==> config.mk <==
export PLATFORM = sky130hd
export DESIGN_NAME = adm_status_mix_regs
export DESIGN_NICKNAME = d
export VERILOG_FILES = /design/src/adm_pkg.sv /design/src/adm_attenuator.sv /design/src/adm_status_mix_regs.sv
export SDC_FILE = /design/constraint.sdc
export NUM_CORES = 2
export LEC_CHECK = 0
export BUFFER_PORTS_ARGS = -buffer_cell sky130_fd_sc_hd__clkbuf_2
export CORE_MARGIN = 2
export CORE_UTILIZATION = 25
export CTS_CLUSTER_DIAMETER = 80
export DETAILED_ROUTE_END_ITERATION = 10
export PLACE_DENSITY = 0.45
export SETUP_SLACK_MARGIN = 0.3
export SLEW_MARGIN = 20
export SYNTH_ARGS = -nofsm -noshare
export SYNTH_HDL_FRONTEND = slang
export SYNTH_SLANG_ARGS = --single-unit
export TNS_END_PERCENT = 50
==> constraint.sdc <==
create_clock -name core_clk -period 12.8 [get_ports core_clk]
set_clock_uncertainty 0.2 [all_clocks]
set_input_delay 2.56 -clock core_clk [delete_from_list [all_inputs] [get_ports core_clk]]
set_output_delay 2.56 -clock core_clk [all_outputs]
set_load 0.02 [all_outputs]
==> src/adm_pkg.sv <==
// constants, register map and lookup tables for the audio decoder status and mix registers
package adm_pkg;

	// register indices on the control port
	localparam logic [7:0] ADM_ADDR_ANC_LOW   = 8'h41;
	localparam logic [7:0] ADM_ADDR_ANC_HIGH  = 8'h42;
	localparam logic [7:0] ADM_ADDR_HDR_UPPER = 8'h43;
	localparam logic [7:0] ADM_ADDR_HDR_MID   = 8'h44;
	localparam logic [7:0] ADM_ADDR_HDR_LOWER = 8'h45;
	localparam logic [7:0] ADM_ADDR_LDIR      = 8'h46;
	localparam logic [7:0] ADM_ADDR_LXR       = 8'h47;
	localparam logic [7:0] ADM_ADDR_RDIR      = 8'h48;
	localparam logic [7:0] ADM_ADDR_RXL       = 8'h49;
	localparam logic [7:0] ADM_ADDR_PLL_DIV   = 8'h50;
	localparam logic [7:0] ADM_ADDR_PLL_FRACL = 8'h51;

	// reset values
	localparam logic [7:0] ADM_RST_ZERO  = 8'h00;
	localparam logic [7:0] ADM_RST_CROSS = 8'hff;
	localparam logic [7:0] ADM_RD_ZERO   = 8'h00;

	// header field positions and widths
	localparam int ADM_HDR_W      = 21;
	localparam int ADM_HDR_EMPH   = 0;
	localparam int ADM_HDR_ORIG   = 2;
	localparam int ADM_HDR_COPY   = 3;
	localparam int ADM_HDR_MEXT   = 4;
	localparam int ADM_HDR_MODE   = 6;
	localparam int ADM_HDR_PRIV   = 8;
	localparam int ADM_HDR_PAD    = 9;
	localparam int ADM_HDR_SFREQ  = 10;
	localparam int ADM_HDR_BRATE  = 12;
	localparam int ADM_HDR_PROT   = 16;
	localparam int ADM_HDR_LAYER  = 17;
	localparam int ADM_HDR_VER    = 19;
	localparam int ADM_HDR_EXTVER = 20;
	localparam int ADM_PLL_DIV_W  = 5;

	// field codes
	localparam logic [1:0] ADM_LAYER_III     = 2'h1;
	localparam logic [3:0] ADM_BR_FREE       = 4'h0;
	localparam logic [3:0] ADM_BR_FORBIDDEN  = 4'hf;
	localparam logic [1:0] ADM_VER_MPEG25    = 2'h0;
	localparam logic [1:0] ADM_VER_RESERVED  = 2'h1;
	localparam logic [1:0] ADM_VER_MPEG2     = 2'h2;
	localparam logic [1:0] ADM_VER_MPEG1     = 2'h3;
	localparam logic [1:0] ADM_SF_RESERVED   = 2'h3;
	localparam logic [1:0] ADM_MODE_JOINT    = 2'h1;
	localparam logic [1:0] ADM_EMPH_RESERVED = 2'h2;

	// bitrate in kbit/s, entry 0 is free format, entry 15 forbidden
	localparam logic [15:0][8:0] ADM_BR_V1 = {9'h000, 9'h140, 9'h100, 9'h0e0, 9'h0c0, 9'h0a0, 9'h080,
		9'h070, 9'h060, 9'h050, 9'h040, 9'h038, 9'h030, 9'h028, 9'h020, 9'h000};
	localparam logic [15:0][8:0] ADM_BR_V0 = {9'h000, 9'h0a0, 9'h090, 9'h080, 9'h070, 9'h060, 9'h050,
		9'h040, 9'h038, 9'h030, 9'h028, 9'h020, 9'h018, 9'h010, 9'h008, 9'h000};

	// base sampling rates in Hz for the first version, entry 3 reserved
	localparam logic [3:0][15:0] ADM_SF_BASE = {16'h0000, 16'h7d00, 16'hbb80, 16'hac44};

	// attenuation: one dB per unit, six dB taken as one halving
	localparam logic [7:0] ADM_ATT_MAX_DB  = 8'h60;
	localparam logic [7:0] ADM_DB_PER_HALF = 8'h06;
	localparam int         ADM_GAIN_FRAC   = 15;
	localparam logic [5:0][15:0] ADM_GAIN_STEP = {16'h47fb, 16'h50c3, 16'h5a9e, 16'h65ad, 16'h7215, 16'h8000};

endpackage

==> src/adm_attenuator.sv <==
// one attenuator path: scales a signed sample by a 1 dB step code, registered output
module adm_attenuator
	import adm_pkg::*;
#(
	parameter int W = 16
) (
	input  wire logic                core_clk,
	input  wire logic                sys_rst,
	input  wire logic signed [W-1:0] sample,
	input  wire logic [7:0]          att_code,
	output logic signed [W-1:0]      scaled
);

	logic [7:0]              halvings;
	logic [7:0]              step_idx;
	logic [15:0]             step_gain;
	logic signed [W+16:0]    product;
	logic signed [W+16:0]    shifted;
	logic                    mute;
	logic signed [W-1:0]     nxt_scaled;

	// split the code into whole halvings and a fine step below 6 dB
	assign halvings  = att_code / ADM_DB_PER_HALF;
	assign step_idx  = att_code % ADM_DB_PER_HALF;
	assign step_gain = ADM_GAIN_STEP[step_idx[2:0]];
	// codes past the table, 0xff included, silence the path fully
	assign mute      = (att_code > ADM_ATT_MAX_DB);
	assign product   = sample * $signed({1'b0, step_gain});
	// gain never exceeds one, so the low W bits of the shift hold the result
	assign shifted   = product >>> (ADM_GAIN_FRAC + int'(halvings));
	assign nxt_scaled = mute ? '0 : shifted[W-1:0];

	// registered so the multiplier does not chain into the mixer adder
	always_ff @(posedge core_clk or posedge sys_rst) begin
		if (sys_rst)
			scaled <= '0;
		else
			scaled <= nxt_scaled;
	end

endmodule

==> src/adm_status_mix_regs.sv <==
// status, header capture, butterfly mixer and pll divider registers of the audio decoder
module adm_status_mix_regs
	import adm_pkg::*;
#(
	parameter int PCM_W = 16
) (
	input  wire logic                    core_clk,
	input  wire logic                    sys_rst,
	input  wire logic                    soft_rst,
	input  wire logic [7:0]              reg_addr,
	input  wire logic                    reg_wr,
	input  wire logic [7:0]              reg_wdata,
	input  wire logic                    reg_rd,
	output logic [7:0]                   reg_rdata,
	input  wire logic                    frame_sync,
	input  wire logic [ADM_HDR_W-1:0]    frame_header_in,
	input  wire logic                    frame_ok,
	input  wire logic [15:0]             anc_bits_in,
	input  wire logic [7:0]              pll_fraction_44k1_high,
	input  wire logic                    pcm_in_valid,
	input  wire logic signed [PCM_W-1:0] pcm_in_left,
	input  wire logic signed [PCM_W-1:0] pcm_in_right,
	output logic                         pcm_out_valid,
	output logic signed [PCM_W-1:0]      pcm_out_left,
	output logic signed [PCM_W-1:0]      pcm_out_right,
	output logic [ADM_PLL_DIV_W-1:0]     pll_out_divider_44k1,
	output logic [ADM_PLL_DIV_W:0]       pll_divide_ratio,
	output logic [15:0]                  pll_fraction_44k1,
	output logic [8:0]                   hdr_bitrate_kbps,
	output logic                         hdr_free_format,
	output logic                         hdr_bitrate_forbidden,
	output logic [1:0]                   hdr_version,
	output logic                         hdr_version_reserved,
	output logic [15:0]                  hdr_sample_rate_hz,
	output logic                         hdr_sample_rate_reserved,
	output logic                         hdr_layer3_ok,
	output logic                         hdr_crc_present,
	output logic                         hdr_padding,
	output logic                         hdr_private,
	output logic [1:0]                   hdr_mode,
	output logic                         hdr_mode_ext_valid,
	output logic [1:0]                   hdr_mode_ext,
	output logic                         hdr_copyright,
	output logic                         hdr_original,
	output logic [1:0]                   hdr_emphasis,
	output logic                         hdr_emphasis_reserved
);

	// status and configuration storage
	logic [15:0]              anc_count_ff;
	logic [ADM_HDR_W-1:0]     header_ff;
	logic [7:0]               left_direct_attenuation_ff;
	logic [7:0]               left_to_right_cross_attenuation_ff;
	logic [7:0]               right_direct_attenuation_ff;
	logic [7:0]               right_to_left_cross_attenuation_ff;
	logic [ADM_PLL_DIV_W-1:0] pll_out_divider_44k1_ff;
	logic [7:0]               pll_fraction_44k1_low_ff;
	logic [7:0]               rdata_ff;

	// register port decode
	logic wr_ldir;
	logic wr_lxr;
	logic wr_rdir;
	logic wr_rxl;
	logic wr_pll_div;
	logic wr_pll_fracl;
	logic [7:0] nxt_rdata;

	// one index per strobe
	assign wr_ldir      = reg_wr && (reg_addr == ADM_ADDR_LDIR);
	assign wr_lxr       = reg_wr && (reg_addr == ADM_ADDR_LXR);
	assign wr_rdir      = reg_wr && (reg_addr == ADM_ADDR_RDIR);
	assign wr_rxl       = reg_wr && (reg_addr == ADM_ADDR_RXL);
	assign wr_pll_div   = reg_wr && (reg_addr == ADM_ADDR_PLL_DIV);
	assign wr_pll_fracl = reg_wr && (reg_addr == ADM_ADDR_PLL_FRACL);

	// header bytes as read
	wire [7:0] hdr_byte_upper = 8'(header_ff[ADM_HDR_W-1:ADM_HDR_PROT]);
	wire [7:0] hdr_byte_mid   = header_ff[ADM_HDR_PROT-1:ADM_HDR_PRIV];
	wire [7:0] hdr_byte_lower = header_ff[ADM_HDR_PRIV-1:ADM_HDR_EMPH];

	// read mux; status registers ignore writes, unmapped indices read zero
	// full decode, no aliases
	always_comb begin
		nxt_rdata = ADM_RD_ZERO;
		unique case (reg_addr)
			ADM_ADDR_ANC_LOW:   nxt_rdata = anc_count_ff[7:0];
			ADM_ADDR_ANC_HIGH:  nxt_rdata = anc_count_ff[15:8];
			ADM_ADDR_HDR_UPPER: nxt_rdata = hdr_byte_upper;
			ADM_ADDR_HDR_MID:   nxt_rdata = hdr_byte_mid;
			ADM_ADDR_HDR_LOWER: nxt_rdata = hdr_byte_lower;
			ADM_ADDR_LDIR:      nxt_rdata = left_direct_attenuation_ff;
			ADM_ADDR_LXR:       nxt_rdata = left_to_right_cross_attenuation_ff;
			ADM_ADDR_RDIR:      nxt_rdata = right_direct_attenuation_ff;
			ADM_ADDR_RXL:       nxt_rdata = right_to_left_cross_attenuation_ff;
			ADM_ADDR_PLL_DIV:   nxt_rdata = {3'h0, pll_out_divider_44k1_ff};
			ADM_ADDR_PLL_FRACL: nxt_rdata = pll_fraction_44k1_low_ff;
			default:            nxt_rdata = ADM_RD_ZERO;
		endcase
	end

	// read data is held until the next read strobe
	always_ff @(posedge core_clk or posedge sys_rst) begin
		if (sys_rst)
			rdata_ff <= ADM_RD_ZERO;
		else if (reg_rd)
			rdata_ff <= nxt_rdata;
	end

	// port shows held byte
	assign reg_rdata = rdata_ff;

	// ancillary count is taken only when a frame decodes correctly
	// bad frames keep old count
	always_ff @(posedge core_clk or posedge sys_rst) begin
		if (sys_rst)
			anc_count_ff <= {ADM_RST_ZERO, ADM_RST_ZERO};
		else if (soft_rst)
			anc_count_ff <= {ADM_RST_ZERO, ADM_RST_ZERO};
		else if (frame_ok)
			anc_count_ff <= anc_bits_in;
	end

	// all three header bytes load in one edge so a read never mixes two frames
	// layer is not checked here
	always_ff @(posedge core_clk or posedge sys_rst) begin
		if (sys_rst)
			header_ff <= '0;
		else if (soft_rst)
			header_ff <= '0;
		else if (frame_sync)
			header_ff <= frame_header_in;
	end

	// direct attenuators start open, cross ones start fully closed
	// soft reset beats a write
	always_ff @(posedge core_clk or posedge sys_rst) begin
		if (sys_rst) begin
			left_direct_attenuation_ff         <= ADM_RST_ZERO;
			right_direct_attenuation_ff        <= ADM_RST_ZERO;
			left_to_right_cross_attenuation_ff <= ADM_RST_CROSS;
			right_to_left_cross_attenuation_ff <= ADM_RST_CROSS;
		end else if (soft_rst) begin
			left_direct_attenuation_ff         <= ADM_RST_ZERO;
			right_direct_attenuation_ff        <= ADM_RST_ZERO;
			left_to_right_cross_attenuation_ff <= ADM_RST_CROSS;
			right_to_left_cross_attenuation_ff <= ADM_RST_CROSS;
		end else begin
			if (wr_ldir)
				left_direct_attenuation_ff <= reg_wdata;
			if (wr_lxr)
				left_to_right_cross_attenuation_ff <= reg_wdata;
			if (wr_rdir)
				right_direct_attenuation_ff <= reg_wdata;
			if (wr_rxl)
				right_to_left_cross_attenuation_ff <= reg_wdata;
		end
	end

	// pll settings; divider bits above the five-bit field are not stored
	// high byte lives outside
	always_ff @(posedge core_clk or posedge sys_rst) begin
		if (sys_rst) begin
			pll_out_divider_44k1_ff  <= '0;
			pll_fraction_44k1_low_ff <= ADM_RST_ZERO;
		end else if (soft_rst) begin
			pll_out_divider_44k1_ff  <= '0;
			pll_fraction_44k1_low_ff <= ADM_RST_ZERO;
		end else begin
			if (wr_pll_div)
				pll_out_divider_44k1_ff <= reg_wdata[ADM_PLL_DIV_W-1:0];
			if (wr_pll_fracl)
				pll_fraction_44k1_low_ff <= reg_wdata;
		end
	end

	// pll view for the clock generator, used only in the 44.1 kHz family
	// ratio is combinational
	assign pll_out_divider_44k1 = pll_out_divider_44k1_ff;
	assign pll_divide_ratio     = {1'b0, pll_out_divider_44k1_ff} + 1'b1;
	assign pll_fraction_44k1    = {pll_fraction_44k1_high, pll_fraction_44k1_low_ff};

	// header field slices
	wire [1:0] f_emph   = header_ff[ADM_HDR_EMPH+:2];
	wire [1:0] f_mode   = header_ff[ADM_HDR_MODE+:2];
	wire [1:0] f_mext   = header_ff[ADM_HDR_MEXT+:2];
	wire [1:0] f_sfreq  = header_ff[ADM_HDR_SFREQ+:2];
	wire [3:0] f_brate  = header_ff[ADM_HDR_BRATE+:4];
	wire [1:0] f_layer  = header_ff[ADM_HDR_LAYER+:2];
	wire [1:0] f_ver    = {header_ff[ADM_HDR_EXTVER], header_ff[ADM_HDR_VER]};

	// rate before version scaling
	wire [15:0] sf_base = ADM_SF_BASE[f_sfreq];

	// single-bit flags straight from the captured header
	assign hdr_original  = header_ff[ADM_HDR_ORIG];
	assign hdr_copyright = header_ff[ADM_HDR_COPY];
	assign hdr_private   = header_ff[ADM_HDR_PRIV];
	assign hdr_padding   = header_ff[ADM_HDR_PAD];

	// a clear protection bit means a checksum word follows the header
	assign hdr_crc_present = ~header_ff[ADM_HDR_PROT];

	// flag reports layer III only
	assign hdr_layer3_ok   = (f_layer == ADM_LAYER_III);

	// mode and its extension; the extension is masked outside joint stereo
	assign hdr_mode           = f_mode;
	assign hdr_mode_ext_valid = (f_mode == ADM_MODE_JOINT);
	assign hdr_mode_ext       = hdr_mode_ext_valid ? f_mext : 2'h0;

	// de-emphasis selection
	// reserved is flagged only
	assign hdr_emphasis          = f_emph;
	assign hdr_emphasis_reserved = (f_emph == ADM_EMPH_RESERVED);

	// bitrate picks its table from the version bit alone
	assign hdr_free_format       = (f_brate == ADM_BR_FREE);
	assign hdr_bitrate_forbidden = (f_brate == ADM_BR_FORBIDDEN);
	// 1111 reads zero; see flag
	assign hdr_bitrate_kbps      = header_ff[ADM_HDR_VER] ? ADM_BR_V1[f_brate]
		: ADM_BR_V0[f_brate];

	// sampling rate halves per version step down; 11.025 kHz comes out exact
	assign hdr_version          = f_ver;
	assign hdr_version_reserved = (f_ver == ADM_VER_RESERVED);
	assign hdr_sample_rate_reserved = (f_sfreq == ADM_SF_RESERVED)
		|| hdr_version_reserved;

	// reserved reads zero
	always_comb begin
		hdr_sample_rate_hz = 16'h0000;
		unique case (f_ver)
			ADM_VER_MPEG1:    hdr_sample_rate_hz = sf_base;
			ADM_VER_MPEG2:    hdr_sample_rate_hz = sf_base >> 1;
			ADM_VER_MPEG25:   hdr_sample_rate_hz = sf_base >> 2;
			ADM_VER_RESERVED: hdr_sample_rate_hz = 16'h0000;
		endcase
	end

	// butterfly paths: 0 left direct, 1 right-to-left, 2 right direct, 3 left-to-right
	logic signed [PCM_W-1:0] path_in  [4];
	logic [7:0]              path_att [4];
	logic signed [PCM_W-1:0] path_out [4];

	// left: own left, cross right
	assign path_in[0]  = pcm_in_left;
	assign path_att[0] = left_direct_attenuation_ff;
	assign path_in[1]  = pcm_in_right;
	assign path_att[1] = right_to_left_cross_attenuation_ff;

	// right: own right, cross left
	assign path_in[2]  = pcm_in_right;
	assign path_att[2] = right_direct_attenuation_ff;
	assign path_in[3]  = pcm_in_left;
	assign path_att[3] = left_to_right_cross_attenuation_ff;

	// one attenuator per path of the butterfly
	for (genvar p = 0; p < 4; p++) begin : g_path
		adm_attenuator #(
			.W (PCM_W)
		) u_att (
			.core_clk (core_clk),
			.sys_rst  (sys_rst),
			.sample   (path_in[p]),
			.att_code (path_att[p]),
			.scaled   (path_out[p])
		);
	end

	// each output sums its two paths; clipping beats wraparound on full-scale mixes
	logic signed [PCM_W:0]   sum_left;
	logic signed [PCM_W:0]   sum_right;
	logic signed [PCM_W-1:0] nxt_left;
	logic signed [PCM_W-1:0] nxt_right;
	localparam logic signed [PCM_W-1:0] PCM_MAX = {1'b0, {(PCM_W-1){1'b1}}};
	localparam logic signed [PCM_W-1:0] PCM_MIN = {1'b1, {(PCM_W-1){1'b0}}};

	// one guard bit for two paths
	assign sum_left  = (PCM_W+1)'(path_out[0])
		+ (PCM_W+1)'(path_out[1]);
	assign sum_right = (PCM_W+1)'(path_out[2])
		+ (PCM_W+1)'(path_out[3]);
	assign nxt_left  = (sum_left[PCM_W] == sum_left[PCM_W-1]) ? sum_left[PCM_W-1:0]
		: (sum_left[PCM_W] ? PCM_MIN : PCM_MAX);
	assign nxt_right = (sum_right[PCM_W] == sum_right[PCM_W-1]) ? sum_right[PCM_W-1:0]
		: (sum_right[PCM_W] ? PCM_MIN : PCM_MAX);

	// valid follows the two pipeline stages: attenuator, then adder
	logic valid_s1_ff;
	logic valid_s2_ff;

	// soft reset spares the pipe
	always_ff @(posedge core_clk or posedge sys_rst) begin
		if (sys_rst) begin
			valid_s1_ff <= 1'b0;
			valid_s2_ff <= 1'b0;
		end else begin
			valid_s1_ff <= pcm_in_valid;
			valid_s2_ff <= valid_s1_ff;
		end
	end

	// output samples are registered; they hold between valid pulses
	// holding avoids glitches
	always_ff @(posedge core_clk or posedge sys_rst) begin
		if (sys_rst) begin
			pcm_out_left  <= '0;
			pcm_out_right <= '0;
		end else if (valid_s1_ff) begin
			pcm_out_left  <= nxt_left;
			pcm_out_right <= nxt_right;
		end
	end
	assign pcm_out_valid = valid_s2_ff;

endmodule

# ---- Yosys cells after proc, flatten, opt, wreduce, memory -nomap -nowiden
# Memories as Yosys holds them, arrays and structs flattened.
# Cells that the tools add are included.
dict set report word_totals {
  rom_bits 800
  out_inout_bits 113
  input_bits 101
  n_memories 6
  wordCells 131
  regBits 188
}
# memory depth width read_ports rd_clocked_by_memory_dff write_ports line_no
set mem_list {}
lappend mem_list {{(name not given)} 16 9 1 0 0 adm_status_mix_regs.sv:222} ;# : ADM_BR_V0[f_brate];
lappend mem_list {{(name not given)} 16 9 1 0 0 adm_status_mix_regs.sv:221} ;# assign hdr_bitrate_kbps = header_ff[ADM_HDR_VER] ? ADM_BR_V1[f_brate]
lappend mem_list {{(name not given)} 8 16 1 0 0 adm_attenuator.sv:25} ;# assign step_gain = ADM_GAIN_STEP[step_idx[2:0]];
lappend mem_list {{(name not given)} 8 16 1 0 0 adm_attenuator.sv:25}
lappend mem_list {{(name not given)} 8 16 1 0 0 adm_attenuator.sv:25}
lappend mem_list {{(name not given)} 8 16 1 0 0 adm_attenuator.sv:25}
dict set report op_classes {
  div_mod_pow 8
  muxes 36
  bitwise 1
  order_cmp 10
  mul 4
  n_shift 4
  addsub 7
  n_reduce_logical 17
  eq_ne 21
}
# op n
set op_table {}
lappend op_table {{$mux W16} 15}
lappend op_table {{$mul A16 B17 Y33} 4}
lappend op_table {{$sshr A33 B32 Y16} 4}
lappend op_table {{$eq A8 B7 Y1 const B} 11}
lappend op_table {{$pmux W8 S11} 1}
lappend op_table {{$mux W8} 10}
lappend op_table {{$pmux W16 S4} 1}
lappend op_table {{$mux W21} 2}
lappend op_table {{$add A4 B8 Y9 const A} 4}
lappend op_table {{$add A16 B16 Y17} 2}
lappend op_table {{$bmux W16 S2} 1}
lappend op_table {{$div A8 B3 Y8 const B} 4}
lappend op_table {{$gt A8 B7 Y1 const B} 4}
lappend op_table {{$mod A8 B3 Y8 const B} 4}
lappend op_table {{$mux W9} 3}
lappend op_table {{$lt A3 B4 Y1 const B} 4}
lappend op_table {{$reduce_bool A2 Y1} 8}
lappend op_table {{$mux W5} 2}
lappend op_table {{$eq A2 B2 Y1 const B} 4}
lappend op_table {{$add A5 B1 Y6 const B} 1}
lappend op_table {{$eq A2 B1 Y1 const B} 3}
lappend op_table {{$logic_and A1 B1 Y1} 6}
lappend op_table {{$lt A4 B5 Y1 const B} 1}
lappend op_table {{$eq A4 B4 Y1 const B} 1}
lappend op_table {{7 further kinds} 8}

# ---- Logic depth before layout (Yosys ltp)
dict set report logic_depth {
  word_depth 6
  ltp_mapped 42
  depth_no_buf 37
}

# ---- Cells and area by module
# A second synthesis with hierarchy kept.
dict set report unflattened {
  cells_unflattened 6948
  area_unflattened_um2 57916.8
}
# mod instances area_each_um2 cells_each seq_area_each_um2
set modules_own_cells {}
lappend modules_own_cells {{adm_attenuator at g_path[1].u_att} 1 12594.6 1522 400.4}
lappend modules_own_cells {{adm_attenuator at g_path[2].u_att} 1 12406.9 1511 400.4}
lappend modules_own_cells {{adm_attenuator at g_path[0].u_att} 1 12365.6 1497 400.4}
lappend modules_own_cells {{adm_attenuator at g_path[3].u_att} 1 12164.2 1481 400.4}
lappend modules_own_cells {adm_status_mix_regs 1 8385.5 937 3123.0}

# ---- Worst setup path before layout
# OpenSTA, ideal clock, no wires.
dict set report synth_timing {
  kind {input to register}
  start {input port pcm_in_right[2]}
  end {register g_path[1].u_att.scaled[0]}
  required_time_ps 12535
  path_stages 22
  setup_ps 65
  path_slack_ps 3320
  path_buffers 1
  arrival_ps 9215
  path_cell_list {clkbuf_1 nand2_1 fa_1 fa_1 fa_1 inv_1 fa_1 fa_1 inv_1 fa_1 inv_1 ha_1 and3_1 a221o_1 or3_1 o21ai_1 mux2i_1 xor2_1 mux2i_1 mux4_2 a221oi_1 o21a_1}
}
dict set report synth_via {
  elab_chain_len 3
}
# element line_no
set synth_lines {}
lappend synth_lines {{start: declaration} adm_status_mix_regs.sv:22} ;# input wire logic signed [PCM_W-1:0] pcm_in_right,
lappend synth_lines {{$mul A16 B17 Y33} adm_attenuator.sv:28} ;# assign product = sample * $signed({1'b0, step_gain});
lappend synth_lines {{$sshr A33 B32 Y16} adm_attenuator.sv:30} ;# assign shifted = product >>> (ADM_GAIN_FRAC + int'(halvings));
lappend synth_lines {{$mux W16} adm_attenuator.sv:31} ;# assign nxt_scaled = mute ? '0 : shifted[W-1:0];
lappend synth_lines {{net g_path[1].u_att.nxt_scaled[0]} adm_attenuator.sv:20} ;# logic signed [W-1:0] nxt_scaled;
lappend synth_lines {{end signal: assignment} adm_attenuator.sv:38} ;# scaled <= nxt_scaled;
lappend synth_lines {{end: declaration} adm_attenuator.sv:11} ;# output logic signed [W-1:0] scaled
# The timed path passes the listed nets, and every way through them passes these cells.
# A chain may end at the register's enable or synchronous reset.

# ---- Worst setup path after layout
dict set report layout_timing {
  start {register right_direct_attenuation_ff[7]}
  end {register g_path[2].u_att.scaled[9]}
}
dict set report layout_via {
  elab_chain_len 6
  word_cells_on_any_way 9
  cone_classes {add/sub: 1; mul: 1; div: 2; order compare: 1; shift: 1; mux: 2; memory: 1}
}
# element line_no
set layout_lines {}
lappend layout_lines {{start: declaration} adm_status_mix_regs.sv:54} ;# logic [7:0] right_direct_attenuation_ff;
lappend layout_lines {{start signal: assignment} adm_status_mix_regs.sv:154} ;# right_direct_attenuation_ff <= reg_wdata;
lappend layout_lines {{$mod A8 B3 Y8} adm_attenuator.sv:24} ;# assign step_idx = att_code % ADM_DB_PER_HALF;
lappend layout_lines {{$mem_v2 Z8 W16} -}
lappend layout_lines {{$mux W16 (implied by the code)} adm_attenuator.sv:25}
lappend layout_lines {{$mul A16 B17 Y33} adm_attenuator.sv:28}
lappend layout_lines {{$sshr A33 B32 Y16} adm_attenuator.sv:30}
lappend layout_lines {{$mux W16 *} adm_attenuator.sv:31}
lappend layout_lines {{net g_path[2].u_att.nxt_scaled[9]} adm_attenuator.sv:20}
lappend layout_lines {{end signal: assignment} adm_attenuator.sv:38}
lappend layout_lines {{end: declaration} adm_attenuator.sv:11}
# The timed path passes the listed nets; every way through them passes the cells marked *. The select of a mux whose other input is x is not followed.

==> results_tabular.tex <==
\begin{tabular}{lr}
\hline
Metric & Value \\
\hline
\multicolumn{2}{l}{\textbf{Floorplan}} \\
\quad DIE HEIGHT & 474.7 µm \\
\quad Core area & 219900 µm² \\
\quad Die X & 474.7 µm \\
\quad Count of standard-cell rows & 172 \\
\quad Total Die Area & 225300 µm² \\
\quad Initial core utilization & 0.2518 \\
\quad Number of top-level pins & 214 \\
\multicolumn{2}{l}{\textbf{GRT}} \\
\quad Global-route wire length before repair & 293300 µm \\
\quad Global-route congestion overflow total & 0 \\
\quad Antenna violations before repair & 12 \\
\quad GR Util All Layers & 0.1674 \\
\quad Largest net degree at the start of global routing & 77 \\
\quad Vias in the first global route & 47830 \\
\multicolumn{2}{l}{\textbf{Critical path}} \\
\quad Critical path's top delay family & adder cells \\
\quad Crit end category & flip-flop \\
\quad Worst endpoint required time & 12.94 ns \\
\quad Number of buffer and inverter stages on the critical path & 5 \\
\quad Critical Setup Path Class & reg2reg \\
\quad Delay of the slowest cell on the worst path & 0.96 ns \\
\quad Most numerous cell on the critical path & fa\_1 \\
\quad Endpoint arrival time on the critical path & 11.87 ns \\
\quad First element of the critical path & right\_direct\_attenuation\_ff[7] \\
\quad Setup slack, reg-to-reg & 1.07 ns \\
\quad Cell at the slowest stage of the critical path & dfrtp\_1 \\
\quad Reg-to-Reg Start & right\_direct\_attenuation\_ff[7] \\
\quad Critical Path Source Type & flip-flop \\
\quad Maximum fanout along the worst path & 30 \\
\multicolumn{2}{l}{\textbf{Cells and area}} \\
\quad Net count, final & 7982 \\
\quad Non-filler instance count after layout & 9536 \\
\quad Area of the multi-input gates & 44540 µm² \\
\quad Filler instances & 24040 \\
\quad Area taken by flip-flops and latches & 4726 µm² \\
\quad Share of post-route cells with drive strength above 1 & 0.07533 \\
\quad Layout-stage area growth over the synthesis result & 7.885\% \\
\multicolumn{2}{l}{\textbf{Synthesis}} \\
\quad Top post-synthesis cells by area & fa\_1 28\%, ha\_1 12\%, inv\_1 8.3\% \\
\quad Top cells by count, synth & 1228 x inv\_1, 774 x fa\_1, 701 x nand2\_1, 549 x ha\_1, 366 x and2\_1 \\
\quad Total of flip-flops plus latches after synthesis & 188 \\
\quad Most used flip-flop cell after synthesis & dfrtp\_1 \\
\quad Number of enable-type register cells in the synthesized netlist & 0 \\
\quad Yosys warning count & 0 \\
\quad Average footprint of a synthesized cell & 8.335 µm² \\
\quad Number of standard cells after synthesis & 6644 \\
\quad Asr flop ratio synth & 1.000 \\
\quad Most frequently used cell type in the post-synthesis netlist & inv\_1 \\
\quad Top cell type's share of synthesized area & 0.2798 \\
\quad Cell accounting for the most synthesized area & fa\_1 \\
\quad Portion of the post-synthesis area used by sequential elements & 0.08531 \\
\quad Post-synthesis cell area & 55380 µm² \\
\quad Count of distinct cell types in the synthesized netlist & 107 \\
\multicolumn{2}{l}{\textbf{Route}} \\
\quad Wirelength per Cell & 19.65 µm \\
\quad Routed Antenna Nets & 0 \\
\quad Violation count after the first detailed-routing iteration & 3040 \\
\quad Via total after detailed routing & 45730 \\
\quad Vias/cell & 4.795 \\
\quad Pre-antenna DRT Iters & 6 \\
\quad DRT Wirelength & 187400 µm \\
\quad Post-route DRC & 0 \\
\multicolumn{2}{l}{\textbf{Timing}} \\
\quad Min Clock Period, post-route & 11.73 ns \\
\quad Slew Viols, Final & 0 \\
\quad Max-slew headroom at the worst pin & 0.2330 \\
\quad Sum of negative setup slack & 0 ns \\
\quad Number of endpoints failing setup at the final stage & 0 \\
\quad Peak Freq & 0.08529 GHz \\
\quad Period utilisation layout & 0.9160 \\
\quad Final Hold Violating Endpoints & 0 \\
\quad Transition time at the pin with the least slew margin & 1.150 ns \\
\quad Unrepaired setup endpoints after global routing & no \\
\multicolumn{2}{l}{\textbf{CTS}} \\
\quad Deepest level of the CTS H-tree & 4 \\
\quad Buffers inserted during post-CTS setup optimization & 0 \\
\quad Clock-pin slew on the worst setup and hold paths & 0.08 ns \\
\quad Number of hold-repair buffers added at the cts stage & 0 \\
\quad Later-pin clock latency in the skew report & 0.51 ns \\
\quad TritonCTS buffer count & 17 \\
\quad CTS tree & built \\
\quad Cell at the root of the clock tree & clkbuf\_16 \\
\quad Post-cts gate resize count & 0 \\
\quad Longest Clk Path Bufs & 2 \\
\quad CTS sink cnt & 188 \\
\multicolumn{2}{l}{\textbf{Worst hold path}} \\
\quad Min-Delay Startpoint & anc\_count\_ff[12] \\
\quad Worst hold path type & reg2reg \\
\multicolumn{2}{l}{\textbf{Place}} \\
\quad Cell total after placement & 9497 \\
\quad Placed wire-length estimate after detailed placement & 153200 µm \\
\quad Routability-driven placement congestion ratio & 0.8890 \\
\quad Quantity of I/O buffers inserted on ports & 193 \\
\multicolumn{2}{l}{\textbf{Power}} \\
\quad Switching Share & 0.5600 \\
\quad Comb pwr share & 0.881 \\
\quad Max rail drop VDD & 0.3240 mV \\
\quad Pwr per Cell Area & 186.5 nW/µm² \\
\quad Clock power share & 0.052 \\
\quad Overall Power & 11140 µW \\
\quad Share of total power in sequential cells & 0.067 \\
\quad Switch Pwr & 6239 µW \\
\quad P\_int & 4901 µW \\
\quad Leakage power figure & 0.03003 µW \\
\multicolumn{2}{l}{\textbf{Outcome}} \\
\quad Outcome & finished, final reports clean \\
\multicolumn{2}{l}{\textbf{Run}} \\
\quad Count of maximum capacitance violations & 0 \\
\hline
\end{tabular}
[layout by cell type, fill, tap and decap left out, types with 41 or more instances in the layout]
master and n:
and2_1 366, nand3_1 106, xnor2_1 90, fa_1 774, nor2_1 348, nand2b_1 41
inv_1 1227, a211oi_1 90, and3_1 126, dfrtp_1 171, o211ai_1 55, o21ai_0 212
xor2_1 61, a21o_1 60, o21a_1 44, clkbuf_2 192, ha_1 549, buf_4 74
nor2b_1 41, mux2i_1 185, nand2_1 701, a21oi_1 233, mux2_2 51, nor3_1 77
[routing by layer]
layer | track usage | vias up | share of wire
li1 | - | 21540 | -
met1 | 0.2179 | 23050 | 0.44
met2 | 0.2828 | 936 | 0.48
met3 | 0.01692 | 202 | 0.035
met4 | 0.06797 | 0 | 0.045
met5 | 0 | - | 0
[path summary, 6_finish.rpt]
path | endpoint | cells past startpoint
min in group asynchronous | pll_out_divider_44k1[4] | 2
min | anc_count_ff[12] | 2
min reg2reg | anc_count_ff[12] | 2
max in group asynchronous | header_ff[19] | 3
max | g_path[2].u_att.scaled[9] | 33
max reg2reg | g_path[2].u_att.scaled[9] | 33
[through the flow]
step / worst slack (ns) / hold slack (ns) / utilization / area [µm²]
2_1_floorplan: 3.320 / 0.2046 / - / 55390
3_3_place_gp: 1.089 / 0.3074 / 0.2688 / 59130
3_5_place_dp: 1.104 / 0.3118 / 0.2688 / 59130
4_1_cts: 1.054 / 0.3289 / 0.2715 / 59720
5_1_grt: 0.3311 / 0.3571 / 0.2717 / 59750
6_report: 1.075 / 0.3278 / 0.2717 / 59750
[flip-flops by register name (all words and copies together), names as in the netlist, 8 cells and up]
| name | count |
|---|---|
| g_path.u_att.scaled | 64 |
| header_ff | 21 |
| anc_count_ff | 16 |
| pcm_out_left | 16 |
| pcm_out_right | 16 |
| left_direct_attenuation_ff | 8 |
| left_to_right_cross_attenuation_ff | 8 |
| pll_fraction_44k1_low_ff | 8 |
| reg_rdata | 8 |
| right_direct_attenuation_ff | 8 |
| right_to_left_cross_attenuation_ff | 8 |
[cell families (layout without fill, tap and decap cells)]
| kind of cell | Yosys count | count (layout) | synth area share |
|---|---|---|---|
| AOI/OAI and AO/OA | 1094 | 1094 | 0.1361 |
| xor gates and xnor gates | 160 | 160 | 0.02544 |
| buffers and inverters | 1611 | 1535 | 0.1128 |
| DFF | 188 | 188 | 0.08531 |
| other | 1 | 11 | 0.00006771 |
| and+or+nand+nor | 1990 | 1990 | 0.1771 |
| adders and majority gates | 1325 | 1325 | 0.4042 |
| muxes | 275 | 275 | 0.05901 |
[final cells by class]
type                            count  area share
Inverter                         1237     0.07788
Antenna cell                        7   0.0002932
Sequential cell                   188     0.07910
Multi-Input combinational cell   4848      0.7454
Timing Repair Buffer              266     0.02538
Clock buffer                       19    0.007413
Clock inverter                     13    0.002576
Tap cell                         2958     0.06195
[tightest hold or removal path, stage by stage (launching register included)]
cell and delay (ns):
dfrtp_1 0.35, mux2i_1 0.07, nor2_1 0.08
[power by group through the flow]
stage / Clock, µW / Sequential (µW) / Combinational (µW)
floorplan: 0 / 767 / 7270
global placement: 0 / 763 / 9850
detailed placement: 0 / 760 / 9840
CTS: 599 / 751 / 9930
global route: 619 / 758 / 11100
finish: 577 / 749 / 9810
Note: power is estimated with default switching activity, not from simulation.
